**src/pkg/fn_seq_pkg.sv**
```systemverilog
// constants for the drive output function sequencer
// assumes one 20 MHz control clock; settings in 10 ms ticks, 0.01 Hz, 0.1 % and 0.01 %
package fn_seq_pkg;

    localparam int          CLK_HZ          = 20_000_000;
    localparam int          TICK_MS         = 10;
    localparam int          TICK_CYCLES_DEF = CLK_HZ / 1000 * TICK_MS;

    localparam logic [7:0]  OFS_IN_FUNC     = 8'h00;
    localparam logic [7:0]  OFS_OUT_FUNC    = 8'h04;
    localparam logic [7:0]  OFS_TIMER_DLY   = 8'h08;
    localparam logic [7:0]  OFS_BRK_CUR     = 8'h0c;
    localparam logic [7:0]  OFS_BRK_REL_FR  = 8'h10;
    localparam logic [7:0]  OFS_BRK_ENG     = 8'h14;
    localparam logic [7:0]  OFS_DC_BRK      = 8'h18;
    localparam logic [7:0]  OFS_ONOFF_SRC   = 8'h1c;
    localparam logic [7:0]  OFS_ONOFF_LVL   = 8'h20;
    localparam logic [7:0]  OFS_STATUS      = 8'h24;

    localparam int          IN_FIELD_W      = 6;
    localparam int          IN_TERMS        = 5;
    localparam logic [5:0]  CODE_TIMER_IN   = 6'h26;
    localparam logic [5:0]  CODE_IN_MAX     = 6'h36;
    localparam logic [7:0]  CODE_TIMER_A    = 8'h14;
    localparam logic [7:0]  CODE_TIMER_B    = 8'h1c;
    localparam logic [7:0]  CODE_BRAKE_A    = 8'h19;
    localparam logic [7:0]  CODE_BRAKE_B    = 8'h37;
    localparam logic [7:0]  CODE_ONOFF_A    = 8'h18;
    localparam logic [7:0]  CODE_ONOFF_B    = 8'h36;

    localparam logic [15:0] RST_T_ON        = 16'h012c;
    localparam logic [15:0] RST_T_OFF       = 16'h0064;
    localparam logic [15:0] MAX_T_DELAY     = 16'h2710;
    localparam logic [11:0] RST_BRK_CUR     = 12'h1f4;
    localparam logic [11:0] MAX_BRK_CUR     = 12'h708;
    localparam logic [15:0] RST_REL_HOLD    = 16'h0064;
    localparam logic [15:0] MAX_REL_HOLD    = 16'h03e8;
    localparam logic [15:0] RST_REL_FR      = 16'h0064;
    localparam logic [15:0] RST_ENG_FR      = 16'h00c8;
    localparam logic [15:0] RST_ENG_HOLD    = 16'h0064;
    localparam logic [15:0] MAX_ENG_HOLD    = 16'h03e8;
    localparam logic [1:0]  SRC_V1          = 2'h1;
    localparam logic [1:0]  SRC_I2          = 2'h2;
    localparam logic [1:0]  SRC_V2          = 2'h3;
    localparam logic [13:0] RST_ON_LVL      = 14'h2328;
    localparam logic [13:0] RST_OFF_LVL     = 14'h03e8;
    localparam logic [13:0] FULL_SCALE      = 14'h2710;

    typedef enum logic [6:0] {
        ST_IDLE     = 7'h01,
        ST_RAMP     = 7'h02,
        ST_REL_HOLD = 7'h04,
        ST_RUN      = 7'h08,
        ST_DECEL    = 7'h10,
        ST_ENG_HOLD = 7'h20,
        ST_DC_BRAKE = 7'h40
    } state_type;

endpackage

```
**src/rtl/fn_seq_top.sv**
```systemverilog
// drive output function sequencer: timer, brake sequence, analog on/off control
// assumes synchronous inputs from the drive core and an APB master on the same clock
`timescale 1ns/1ps
module fn_seq_top
    import fn_seq_pkg::*;
#(
    parameter int TICK_CYCLES = TICK_CYCLES_DEF
)
(
    input  wire logic        CLK,
    input  wire logic        RESET,
    input  wire logic        PSEL,
    input  wire logic        PENABLE,
    input  wire logic        PWRITE,
    input  wire logic [7:0]  PADDR,
    input  wire logic [31:0] PWDATA,
    output logic      [31:0] PRDATA,
    output logic             PREADY,
    output logic             PSLVERR,
    input  wire logic [4:0]  TERM_IN,
    input  wire logic        RUN_CMD,
    input  wire logic        REV_DIR,
    input  wire logic [15:0] RUN_FREQ_REF,
    input  wire logic [15:0] OUT_FREQ,
    input  wire logic [11:0] MOTOR_CURRENT,
    input  wire logic [13:0] AIN_V1,
    input  wire logic [13:0] AIN_I2,
    input  wire logic [13:0] AIN_V2,
    output logic      [15:0] FREQ_CMD,
    output logic             RELAY1_OUT,
    output logic             DIGITAL_OUT1,
    output logic             BRAKE_SEQ_ACTIVE,
    output logic             DC_BRAKE_ON,
    output logic             OUTPUT_BLOCK
);

    function automatic logic is_brake(input logic [7:0] code);
        is_brake = (code == CODE_BRAKE_A) || (code == CODE_BRAKE_B);
    endfunction

    // both timer-output codes are taken, the two printed values disagree
    function automatic logic route_out(input logic [7:0] code, input logic t,
                                       input logic b, input logic o);
        if ((code == CODE_TIMER_A) || (code == CODE_TIMER_B))
            route_out = t;
        else if (is_brake(code))
            route_out = b;
        else if ((code == CODE_ONOFF_A) || (code == CODE_ONOFF_B))
            route_out = o;
        else
            route_out = 1'b0;
    endfunction

    function automatic logic in_codes_ok(input logic [29:0] v);
        in_codes_ok = 1'b1;
        for (int k = 0; k < IN_TERMS; k++) begin
            if (v[IN_FIELD_W*k +: IN_FIELD_W] > CODE_IN_MAX)
                in_codes_ok = 1'b0;
        end
    endfunction

    logic [17:0] div_reg;
    logic [29:0] in_func_reg;
    logic [15:0] out_func_reg;
    logic [15:0] t_on_reg;
    logic [15:0] t_off_reg;
    logic [11:0] brk_cur_reg;
    logic [15:0] rel_hold_reg;
    logic [15:0] rel_fwd_reg;
    logic [15:0] rel_rev_reg;
    logic [15:0] eng_fr_reg;
    logic [15:0] eng_hold_reg;
    logic [15:0] dc_time_reg;
    logic [15:0] dc_level_reg;
    logic [1:0]  src_reg;
    logic [13:0] on_lvl_reg;
    logic [13:0] off_lvl_reg;
    logic [31:0] prdata_reg;
    logic        tout_reg;
    logic        onoff_reg;
    logic        relay_reg;
    logic        dout_reg;
    logic [15:0] freq_reg;
    state_type   state_reg;
    state_type   state_next;
    logic [15:0] freq_next;
    logic        brake_rel;

    wire         tick = (div_reg == 18'(TICK_CYCLES - 1));

    always_ff @(posedge CLK or posedge RESET) begin
        if (RESET)
            div_reg <= 18'h00000;
        else
            div_reg <= tick ? 18'h00000 : div_reg + 18'h00001;
    end

    // bus decode
    wire         access   = PSEL && PENABLE;
    wire         wr       = access && PWRITE;
    wire         sel_in   = (PADDR == OFS_IN_FUNC);
    wire         sel_out  = (PADDR == OFS_OUT_FUNC);
    wire         sel_tdly = (PADDR == OFS_TIMER_DLY);
    wire         sel_cur  = (PADDR == OFS_BRK_CUR);
    wire         sel_rfr  = (PADDR == OFS_BRK_REL_FR);
    wire         sel_eng  = (PADDR == OFS_BRK_ENG);
    wire         sel_dc   = (PADDR == OFS_DC_BRK);
    wire         sel_src  = (PADDR == OFS_ONOFF_SRC);
    wire         sel_lvl  = (PADDR == OFS_ONOFF_LVL);
    wire         sel_st   = (PADDR == OFS_STATUS);
    wire         mapped   = sel_in | sel_out | sel_tdly | sel_cur | sel_rfr
                          | sel_eng | sel_dc | sel_src | sel_lvl | sel_st;

    // out-of-range settings are refused whole, the old value stays
    wire         bad_in   = sel_in && !in_codes_ok(PWDATA[29:0]);
    wire         bad_tdly = sel_tdly && ((PWDATA[15:0] > MAX_T_DELAY)
                          || (PWDATA[31:16] > MAX_T_DELAY));
    wire         bad_cur  = sel_cur && ((PWDATA[11:0] > MAX_BRK_CUR)
                          || (PWDATA[31:16] > MAX_REL_HOLD));
    wire         bad_eng  = sel_eng && (PWDATA[31:16] > MAX_ENG_HOLD);
    wire         bad_lvl  = sel_lvl && ((PWDATA[13:0] > FULL_SCALE)
                          || (PWDATA[29:16] > PWDATA[13:0]));
    wire         bad_wr   = bad_in | bad_tdly | bad_cur | bad_eng | bad_lvl;
    wire         wr_ok    = wr && !bad_wr;

    assign PREADY  = 1'b1;
    assign PSLVERR = access && (!mapped || (PWRITE && bad_wr));
    assign PRDATA  = prdata_reg;

    always_ff @(posedge CLK or posedge RESET) begin
        if (RESET) begin
            in_func_reg  <= 30'h00000000;
            out_func_reg <= 16'h0000;
            src_reg      <= SRC_V1;
        end else if (wr_ok) begin
            if (sel_in)
                in_func_reg <= PWDATA[29:0];
            if (sel_out)
                out_func_reg <= PWDATA[15:0];
            if (sel_src)
                src_reg <= PWDATA[1:0];
        end
    end

    always_ff @(posedge CLK or posedge RESET) begin
        if (RESET) begin
            t_on_reg     <= RST_T_ON;
            t_off_reg    <= RST_T_OFF;
            brk_cur_reg  <= RST_BRK_CUR;
            rel_hold_reg <= RST_REL_HOLD;
        end else if (wr_ok && sel_tdly) begin
            t_on_reg  <= PWDATA[15:0];
            t_off_reg <= PWDATA[31:16];
        end else if (wr_ok && sel_cur) begin
            brk_cur_reg  <= PWDATA[11:0];
            rel_hold_reg <= PWDATA[31:16];
        end
    end

    always_ff @(posedge CLK or posedge RESET) begin
        if (RESET) begin
            rel_fwd_reg  <= RST_REL_FR;
            rel_rev_reg  <= RST_REL_FR;
            eng_fr_reg   <= RST_ENG_FR;
            eng_hold_reg <= RST_ENG_HOLD;
        end else if (wr_ok && sel_rfr) begin
            rel_fwd_reg <= PWDATA[15:0];
            rel_rev_reg <= PWDATA[31:16];
        end else if (wr_ok && sel_eng) begin
            eng_fr_reg   <= PWDATA[15:0];
            eng_hold_reg <= PWDATA[31:16];
        end
    end

    always_ff @(posedge CLK or posedge RESET) begin
        if (RESET) begin
            dc_time_reg  <= 16'h0000;
            dc_level_reg <= 16'h0000;
            on_lvl_reg   <= RST_ON_LVL;
            off_lvl_reg  <= RST_OFF_LVL;
        end else if (wr_ok && sel_dc) begin
            dc_time_reg  <= PWDATA[15:0];
            dc_level_reg <= PWDATA[31:16];
        end else if (wr_ok && sel_lvl) begin
            on_lvl_reg  <= PWDATA[13:0];
            off_lvl_reg <= PWDATA[29:16];
        end
    end

    // read data captured in the setup cycle so PRDATA comes from a flop
    wire  [31:0] status_word = {17'h00000, state_reg, 3'h0, dout_reg, relay_reg,
                                brake_rel, onoff_reg, tout_reg};
    wire  [31:0] rd_mux =
          sel_in   ? {2'h0, in_func_reg}                :
          sel_out  ? {16'h0000, out_func_reg}           :
          sel_tdly ? {t_off_reg, t_on_reg}              :
          sel_cur  ? {rel_hold_reg, 4'h0, brk_cur_reg}  :
          sel_rfr  ? {rel_rev_reg, rel_fwd_reg}         :
          sel_eng  ? {eng_hold_reg, eng_fr_reg}         :
          sel_dc   ? {dc_level_reg, dc_time_reg}        :
          sel_src  ? {30'h00000000, src_reg}            :
          sel_lvl  ? {2'h0, off_lvl_reg, 2'h0, on_lvl_reg} :
          sel_st   ? status_word                        : 32'h00000000;

    always_ff @(posedge CLK or posedge RESET) begin
        if (RESET)
            prdata_reg <= 32'h00000000;
        else if (PSEL && !PENABLE && !PWRITE)
            prdata_reg <= rd_mux;
    end

    logic [4:0] trig_hit;
    generate
        for (genvar i = 0; i < IN_TERMS; i++) begin : g_trig
            assign trig_hit[i] = TERM_IN[i]
                && (in_func_reg[IN_FIELD_W*i +: IN_FIELD_W] == CODE_TIMER_IN);
        end
    endgenerate
    wire         trig   = |trig_hit;
    wire         on_run = trig && !tout_reg;
    wire         off_run = !trig && tout_reg;
    logic        on_done;
    logic        off_done;

    // on-delay restarts from zero whenever the trigger drops
    tick_delay u_on_dly (
        .clk   (CLK),
        .reset (RESET),
        .tick  (tick),
        .run   (on_run),
        .limit (t_on_reg),
        .done  (on_done)
    );

    // off-delay, cancelled if the trigger comes back
    tick_delay u_off_dly (
        .clk   (CLK),
        .reset (RESET),
        .tick  (tick),
        .run   (off_run),
        .limit (t_off_reg),
        .done  (off_done)
    );

    always_ff @(posedge CLK or posedge RESET) begin
        if (RESET)
            tout_reg <= 1'b0;
        else if (on_done)
            tout_reg <= 1'b1;
        else if (off_done)
            tout_reg <= 1'b0;
    end

    // brake sequencer
    wire         brake_en  = is_brake(out_func_reg[7:0]) || is_brake(out_func_reg[15:8]);
    wire  [15:0] rel_fr    = REV_DIR ? rel_rev_reg : rel_fwd_reg;
    wire         at_rel    = (OUT_FREQ >= rel_fr);
    wire         cur_ok    = (MOTOR_CURRENT >= brk_cur_reg);
    wire         at_eng    = (OUT_FREQ <= eng_fr_reg);
    wire         dc_cfg    = (dc_time_reg != 16'h0000) && (dc_level_reg != 16'h0000);
    assign       brake_rel = (state_reg == ST_REL_HOLD) || (state_reg == ST_RUN)
                          || (state_reg == ST_DECEL);
    logic        rel_done;
    logic        eng_done;
    logic        dc_done;

    tick_delay u_rel_dly (
        .clk   (CLK),
        .reset (RESET),
        .tick  (tick),
        .run   (state_reg == ST_REL_HOLD),
        .limit (rel_hold_reg),
        .done  (rel_done)
    );

    tick_delay u_eng_dly (
        .clk   (CLK),
        .reset (RESET),
        .tick  (tick),
        .run   (state_reg == ST_ENG_HOLD),
        .limit (eng_hold_reg),
        .done  (eng_done)
    );

    tick_delay u_dc_dly (
        .clk   (CLK),
        .reset (RESET),
        .tick  (tick),
        .run   (state_reg == ST_DC_BRAKE),
        .limit (dc_time_reg),
        .done  (dc_done)
    );

    always_comb begin
        state_next = state_reg;
        case (state_reg)
            ST_IDLE: begin
                if (RUN_CMD)
                    state_next = ST_RAMP;
            end
            ST_RAMP: begin
                if (!RUN_CMD)
                    state_next = ST_IDLE;
                else if (at_rel && cur_ok)
                    state_next = ST_REL_HOLD;
            end
            ST_REL_HOLD: begin
                if (!RUN_CMD)
                    state_next = ST_DECEL;
                else if (rel_done)
                    state_next = ST_RUN;
            end
            ST_RUN: begin
                if (!RUN_CMD)
                    state_next = ST_DECEL;
            end
            ST_DECEL: begin
                if (RUN_CMD)
                    state_next = ST_RUN;
                else if (at_eng)
                    state_next = ST_ENG_HOLD;
            end
            ST_ENG_HOLD: begin
                if (eng_done)
                    state_next = dc_cfg ? ST_DC_BRAKE : ST_IDLE;
            end
            ST_DC_BRAKE: begin
                if (dc_done)
                    state_next = ST_IDLE;
            end
            default: state_next = ST_IDLE;
        endcase
        if (!brake_en)
            state_next = ST_IDLE;
    end

    // without brake control the reference passes through while RUN_CMD is high, zero otherwise
    always_comb begin
        case (state_reg)
            ST_RAMP:     freq_next = rel_fr;
            ST_REL_HOLD: freq_next = rel_fr;
            ST_RUN:      freq_next = RUN_FREQ_REF;
            ST_DECEL:    freq_next = 16'h0000;
            ST_ENG_HOLD: freq_next = eng_fr_reg;
            ST_DC_BRAKE: freq_next = 16'h0000;
            default:     freq_next = 16'h0000;
        endcase
        if (!brake_en)
            freq_next = RUN_CMD ? RUN_FREQ_REF : 16'h0000;
    end

    always_ff @(posedge CLK or posedge RESET) begin
        if (RESET) begin
            state_reg <= ST_IDLE;
            freq_reg  <= 16'h0000;
        end else begin
            state_reg <= state_next;
            freq_reg  <= freq_next;
        end
    end

    // source select, unknown codes fall back to the first voltage input
    wire  [13:0] ana = (src_reg == SRC_I2) ? AIN_I2 :
                       (src_reg == SRC_V2) ? AIN_V2 : AIN_V1;

    always_ff @(posedge CLK or posedge RESET) begin
        if (RESET)
            onoff_reg <= 1'b0;
        else if (ana >= on_lvl_reg)
            onoff_reg <= 1'b1;
        else if (ana <= off_lvl_reg)
            onoff_reg <= 1'b0;
    end

    always_ff @(posedge CLK or posedge RESET) begin
        if (RESET) begin
            relay_reg <= 1'b0;
            dout_reg  <= 1'b0;
        end else begin
            relay_reg <= route_out(out_func_reg[7:0], tout_reg, brake_rel, onoff_reg);
            dout_reg  <= route_out(out_func_reg[15:8], tout_reg, brake_rel, onoff_reg);
        end
    end

    assign RELAY1_OUT   = relay_reg;
    assign DIGITAL_OUT1 = dout_reg;
    assign FREQ_CMD     = freq_reg;
    // output held off in ST_IDLE only, not during DC braking or dwell
    assign BRAKE_SEQ_ACTIVE = brake_en;
    assign DC_BRAKE_ON  = (state_reg == ST_DC_BRAKE);
    assign OUTPUT_BLOCK = brake_en && (state_reg == ST_IDLE);

endmodule

```
**src/rtl/tick_delay.sv**
```systemverilog
// delay counter in 10 ms ticks, restarted whenever run falls
// assumes tick is a one-cycle enable from the shared divider
`timescale 1ns/1ps
module tick_delay
    import fn_seq_pkg::*;
(
    input  wire logic        clk,
    input  wire logic        reset,
    input  wire logic        tick,
    input  wire logic        run,
    input  wire logic [15:0] limit,
    output logic             done
);
    logic [16:0] count_reg;

    // counts saturate so a long run never wraps back to not-done
    always_ff @(posedge clk or posedge reset) begin
        if (reset)
            count_reg <= 17'h00000;
        else if (!run)
            count_reg <= 17'h00000;
        else if (tick && !count_reg[16])
            count_reg <= count_reg + 17'h00001;
    end

    // strictly greater: divider phase is free, so at least limit full ticks pass
    assign done = run && (count_reg > {1'b0, limit});
endmodule
```
**config.mk**
```make
export PLATFORM = sky130hd
export DESIGN_NAME = fn_seq_top
export DESIGN_NICKNAME = d
export VERILOG_FILES = /design/src/pkg/fn_seq_pkg.sv /design/src/rtl/fn_seq_top.sv /design/src/rtl/tick_delay.sv
export SDC_FILE = /design/constraint.sdc
export NUM_CORES = 1
export LEC_CHECK = 0
export ABC_AREA = 1
export BUFFER_PORTS_ARGS = -buffer_cell sky130_fd_sc_hd__buf_2
export CELL_PAD_IN_SITES_DETAIL_PLACEMENT = 1
export CELL_PAD_IN_SITES_GLOBAL_PLACEMENT = 1
export CORE_ASPECT_RATIO = 1.2
export CORE_MARGIN = 10
export CORE_UTILIZATION = 41
export DETAILED_ROUTE_END_ITERATION = 16
export PLACE_DENSITY_LB_ADDON = 0.1
export SETUP_SLACK_MARGIN = 0.3
export SLEW_MARGIN = 20
export SYNTH_ARGS = -nofsm -noshare
export SYNTH_HDL_FRONTEND = slang
export SYNTH_SLANG_ARGS = --single-unit
```
**constraint.sdc**
```tcl
create_clock -name CLK -period 12.5 [get_ports CLK]
set_input_delay 2.5 -clock CLK [delete_from_list [all_inputs] [get_ports CLK]]
set_output_delay 2.5 -clock CLK [all_outputs]
set_load 0.1 [all_outputs]
```
==> run_results.csv <==
group,metric,value,unit
status,status,"finished clean",
timing,fin_ws,4.54,ns
clocking,numCtsBuffers,47,
synthesis,yosysSeqAreaShare,0.405,
synthesis,syn_area,24400,sq um
timing,rsz0062_at_grt,"no",
floorplan,placement_rows,98,
critical_path,cp-endpoint,"PSLVERR",
timing,fin_crit,7.96,ns
power,seqPwrFrac,0.435,
timing,finalHoldViolCount,0,
timing,worst_clock_skew,0.0229,ns
floorplan,coreArea,59300,sq um
floorplan,die_w,243,um
critical_path,crit_family,"buffers and inverters",
global_routing,grt_pass1_wl,155000,um
timing,post-route-period-util,0.636,
cells_and_area,ff_latch_area,9910,sq um
critical_path,crit_type,"in2out",
power,peakVddDrop,89.0,uV
power,power_switching,0.854,mW
power,p_leak,13.2,nW
critical_path,ff2ff_path_depth,16,
critical_path,cp_num_buf_inv,4,
clocking,ctsHoldBuffers,0,
cells_and_area,largest_register_ffs,32,
power,pwr-share-clk,0.461,
power,netSwitchingFraction,0.281,
critical_path,cp-end-kind,"primary output",
drt,antenna_left,0,
critical_path,crit_fanout,47,
drt,drc,0,
cells_and_area,drive_above_1_share,0.111,
cells_and_area,final_common_cell,"nand2_1",
worst_hold_path,worstHoldPathType,"reg2reg",
power,power,3.04,mW
timing,setup_violations,0,
power,p_per_area,111,nW/um^2
floorplan,die_h,287,um
timing,setup_tns,0,ns
timing,tightest_slew,1.07,ns
place,routabilityCongestion,0.953,
cells_and_area,most-common-layout-cells,"776 x nand2_1, 404 x inv_1, 353 x dfrtp_1, 261 x nand4_1, 199 x a21oi_1",
synthesis,ys_warn_count,0,
cells_and_area,fillers,7441,
clocking,insertion_delay,0.61,ns
clocking,cts_setup_buffers,0,
drt,wl_per_cell,24.7,um
floorplan,dieArea,69800,sq um
drt,dr.pass1.iters,5,
critical_path,critPathLaunchType,"primary input",
place,dp_slack,4.64,ns
critical_path,slowest_delay,0.50,ns
global_routing,grt_max_degree,166,
synthesis,avgSynthCellArea,7.62,sq um
cells_and_area,multi_input_area,12200,sq um
timing,slew_headroom,0.286,
clocking,cts_tree,"built",
critical_path,cp-startpoint,"PADDR[1]",
cells_and_area,nets,3619,
floorplan,ios,193,
drt,vias_per_cell,5.86,
drt,vias,24300,
synthesis,synth_cell_types,59,
global_routing,overflow,0,
critical_path,cp.arrival,5.46,ns
cells_and_area,stdcell_area,27400,sq um
critical_path,critical_path_required,10.00,ns
power,p_comb_frac,0.104,
synthesis,synthCells,3208,
timing,max_freq,126,MHz
drt,wirelength,103000,um
clocking,cts-root-buf,"clkbuf_16",
clocking,cts_max_path_buffers,3,
clocking,htree_levels,2,
power,internal_power,2.18,mW
clocking,cts_resized,0,
critical_path,r2r_slack,9.13,ns
place,dpl_cell_area,25900,sq um
run,drv_cap,0,
synthesis,async_flop_share,1.00,
place,post-dp-hpwl,76200,um
place,port-buffer-count,191,
synthesis,synth_edf_count,0,
clocking,clock_sinks,394,
cells_and_area,utilization,0.462,
critical_path,path_cells,"buf_2, nor2_1, nand3_1, nor2_4, buf_4, inv_1, a21oi_1, o21ai_0, a21oi_1, buf_2",
synthesis,synthFlopType,"dfrtp_1",
synthesis,synth_nets,3518,
global_routing,grt_use_total,0.287,
critical_path,r2r-end,"state_reg[3]$_DFFE_PP0P_",
global_routing,grt_antenna_before_repair,5,
critical_path,critical_path_cell_count,10,
timing,final_max_slew_viol_count,0,
critical_path,slowest_stage,"inv_1",
global_routing,grt_pass1_vias,25500,
drt,drtIter0Drc,1815,
floorplan,start_util,0.412,
critical_path,reg2reg_from,"out_func_reg[4]$_DFFE_PP0P_",
clocking,clk_pin_slew,0.06,ns
cells_and_area,syn_to_final_growth,12.3,%
synthesis,synth-seq-cells,394,
==> logic make-up (layout without fill, tap and decap cells) <==
logic type	Yosys count	count (layout)	synth area share
and+or+nand+nor	1523	1523	0.281
buffers and inverters	591	729	0.0972
AOI/OAI and AO/OA	513	513	0.122
DFF	394	394	0.405
adders and majority gates	172	172	0.0880
xor gates and xnor gates	9	9	0.00322
muxes	5	5	0.00210
other	1	4	0.000153
==> routing by layer <==
| metal | part of all wire | GRT usage | wire [um] |
|---|---|---|---|
| met4 | 0.055 | 0.148 | 5620 |
| met1 | 0.40 | 0.340 | 41100 |
| met3 | 0.053 | 0.0384 | 5440 |
| met2 | 0.49 | 0.501 | 50500 |
| met5 | 0.00025 | 0 | 26 |
==> worst register-to-register path, delay by kind of cell (launching register included) <==
| kind | cells | cell delay (ns) |
|---|---|---|
| AOI/OAI and AO/OA | 2 | 0.40 |
| buffers and inverters | 4 | 0.74 |
| DFF | 1 | 0.43 |
| and+or+nand+nor | 10 | 1.68 |
==> power groups by stage <==
stage,clock network [mW],logic [mW],registers (mW)
after floorplan,0,0.134,1.41
final,1.40,0.317,1.32
after global placement,0,0.307,1.34
after detailed placement,0,0.316,1.34
after CTS,1.41,0.317,1.32
after global routing,1.46,0.343,1.32
==> how the worst min path moves through the flow <==
stage,depth (start not counted),endpoint,slack (ns),from
floorplan,2,brk_cur_reg[11]$_DFFE_PP0P_,0.44,brk_cur_reg[11]$_DFFE_PP0P_
global placement,2,t_on_reg[15]$_DFFE_PP0P_,0.45,t_on_reg[15]$_DFFE_PP0P_
detailed placement,2,eng_hold_reg[12]$_DFFE_PP0P_,0.45,eng_hold_reg[12]$_DFFE_PP0P_
CTS,2,off_lvl_reg[9]$_DFFE_PP1P_,0.46,off_lvl_reg[9]$_DFFE_PP1P_
global route,2,brk_cur_reg[4]$_DFFE_PP1P_,0.48,brk_cur_reg[4]$_DFFE_PP1P_
finish,2,on_lvl_reg[8]$_DFFE_PP1P_,0.46,on_lvl_reg[8]$_DFFE_PP1P_
==> area by class of cell <==
class,instances,area share
diodes,3,0.000274
clock buffers,77,0.0503
clock inverters,9,0.00492
inverters,420,0.0576
multi-input cells,2223,0.445
flip-flops and latches,394,0.361
well taps,800,0.0365
repair buffers,223,0.0445
==> cell usage after synthesis (all sizes together) (4+ instances only) <==
library cell	n	area share
a211oi	11	0.0034
a21oi	199	0.041
a221oi	28	0.010
a31oi	9	0.0023
buf	75	0.018
clkbuf	96	0.015
clkinv	6	0.00092
dfrtp	353	0.36
dfstp	41	0.044
ha	172	0.088
inv	414	0.064
mux2i	4	0.0016
nand2	782	0.12
nand3	107	0.024
nand4	261	0.067
nor2	205	0.032
nor3	125	0.026
nor4	30	0.0084
o2111ai	10	0.0036
o211ai	26	0.0080
o21a	6	0.0018
o21ai	155	0.032
o21bai	5	0.0015
o221ai	10	0.0036
o22ai	30	0.0077
o311ai	4	0.0014
o31ai	7	0.0021
or2	5	0.0013
xor2	6	0.0021
==> through the flow <==
stage	std cells	hold slack (ns)
after global placement	4060	0.448
after global routing	4148	0.480
final	4149	0.462
after CTS	4146	0.464
after detailed placement	4060	0.452
after floorplan	3208	0.436
(Power assumes the default switching activity.)
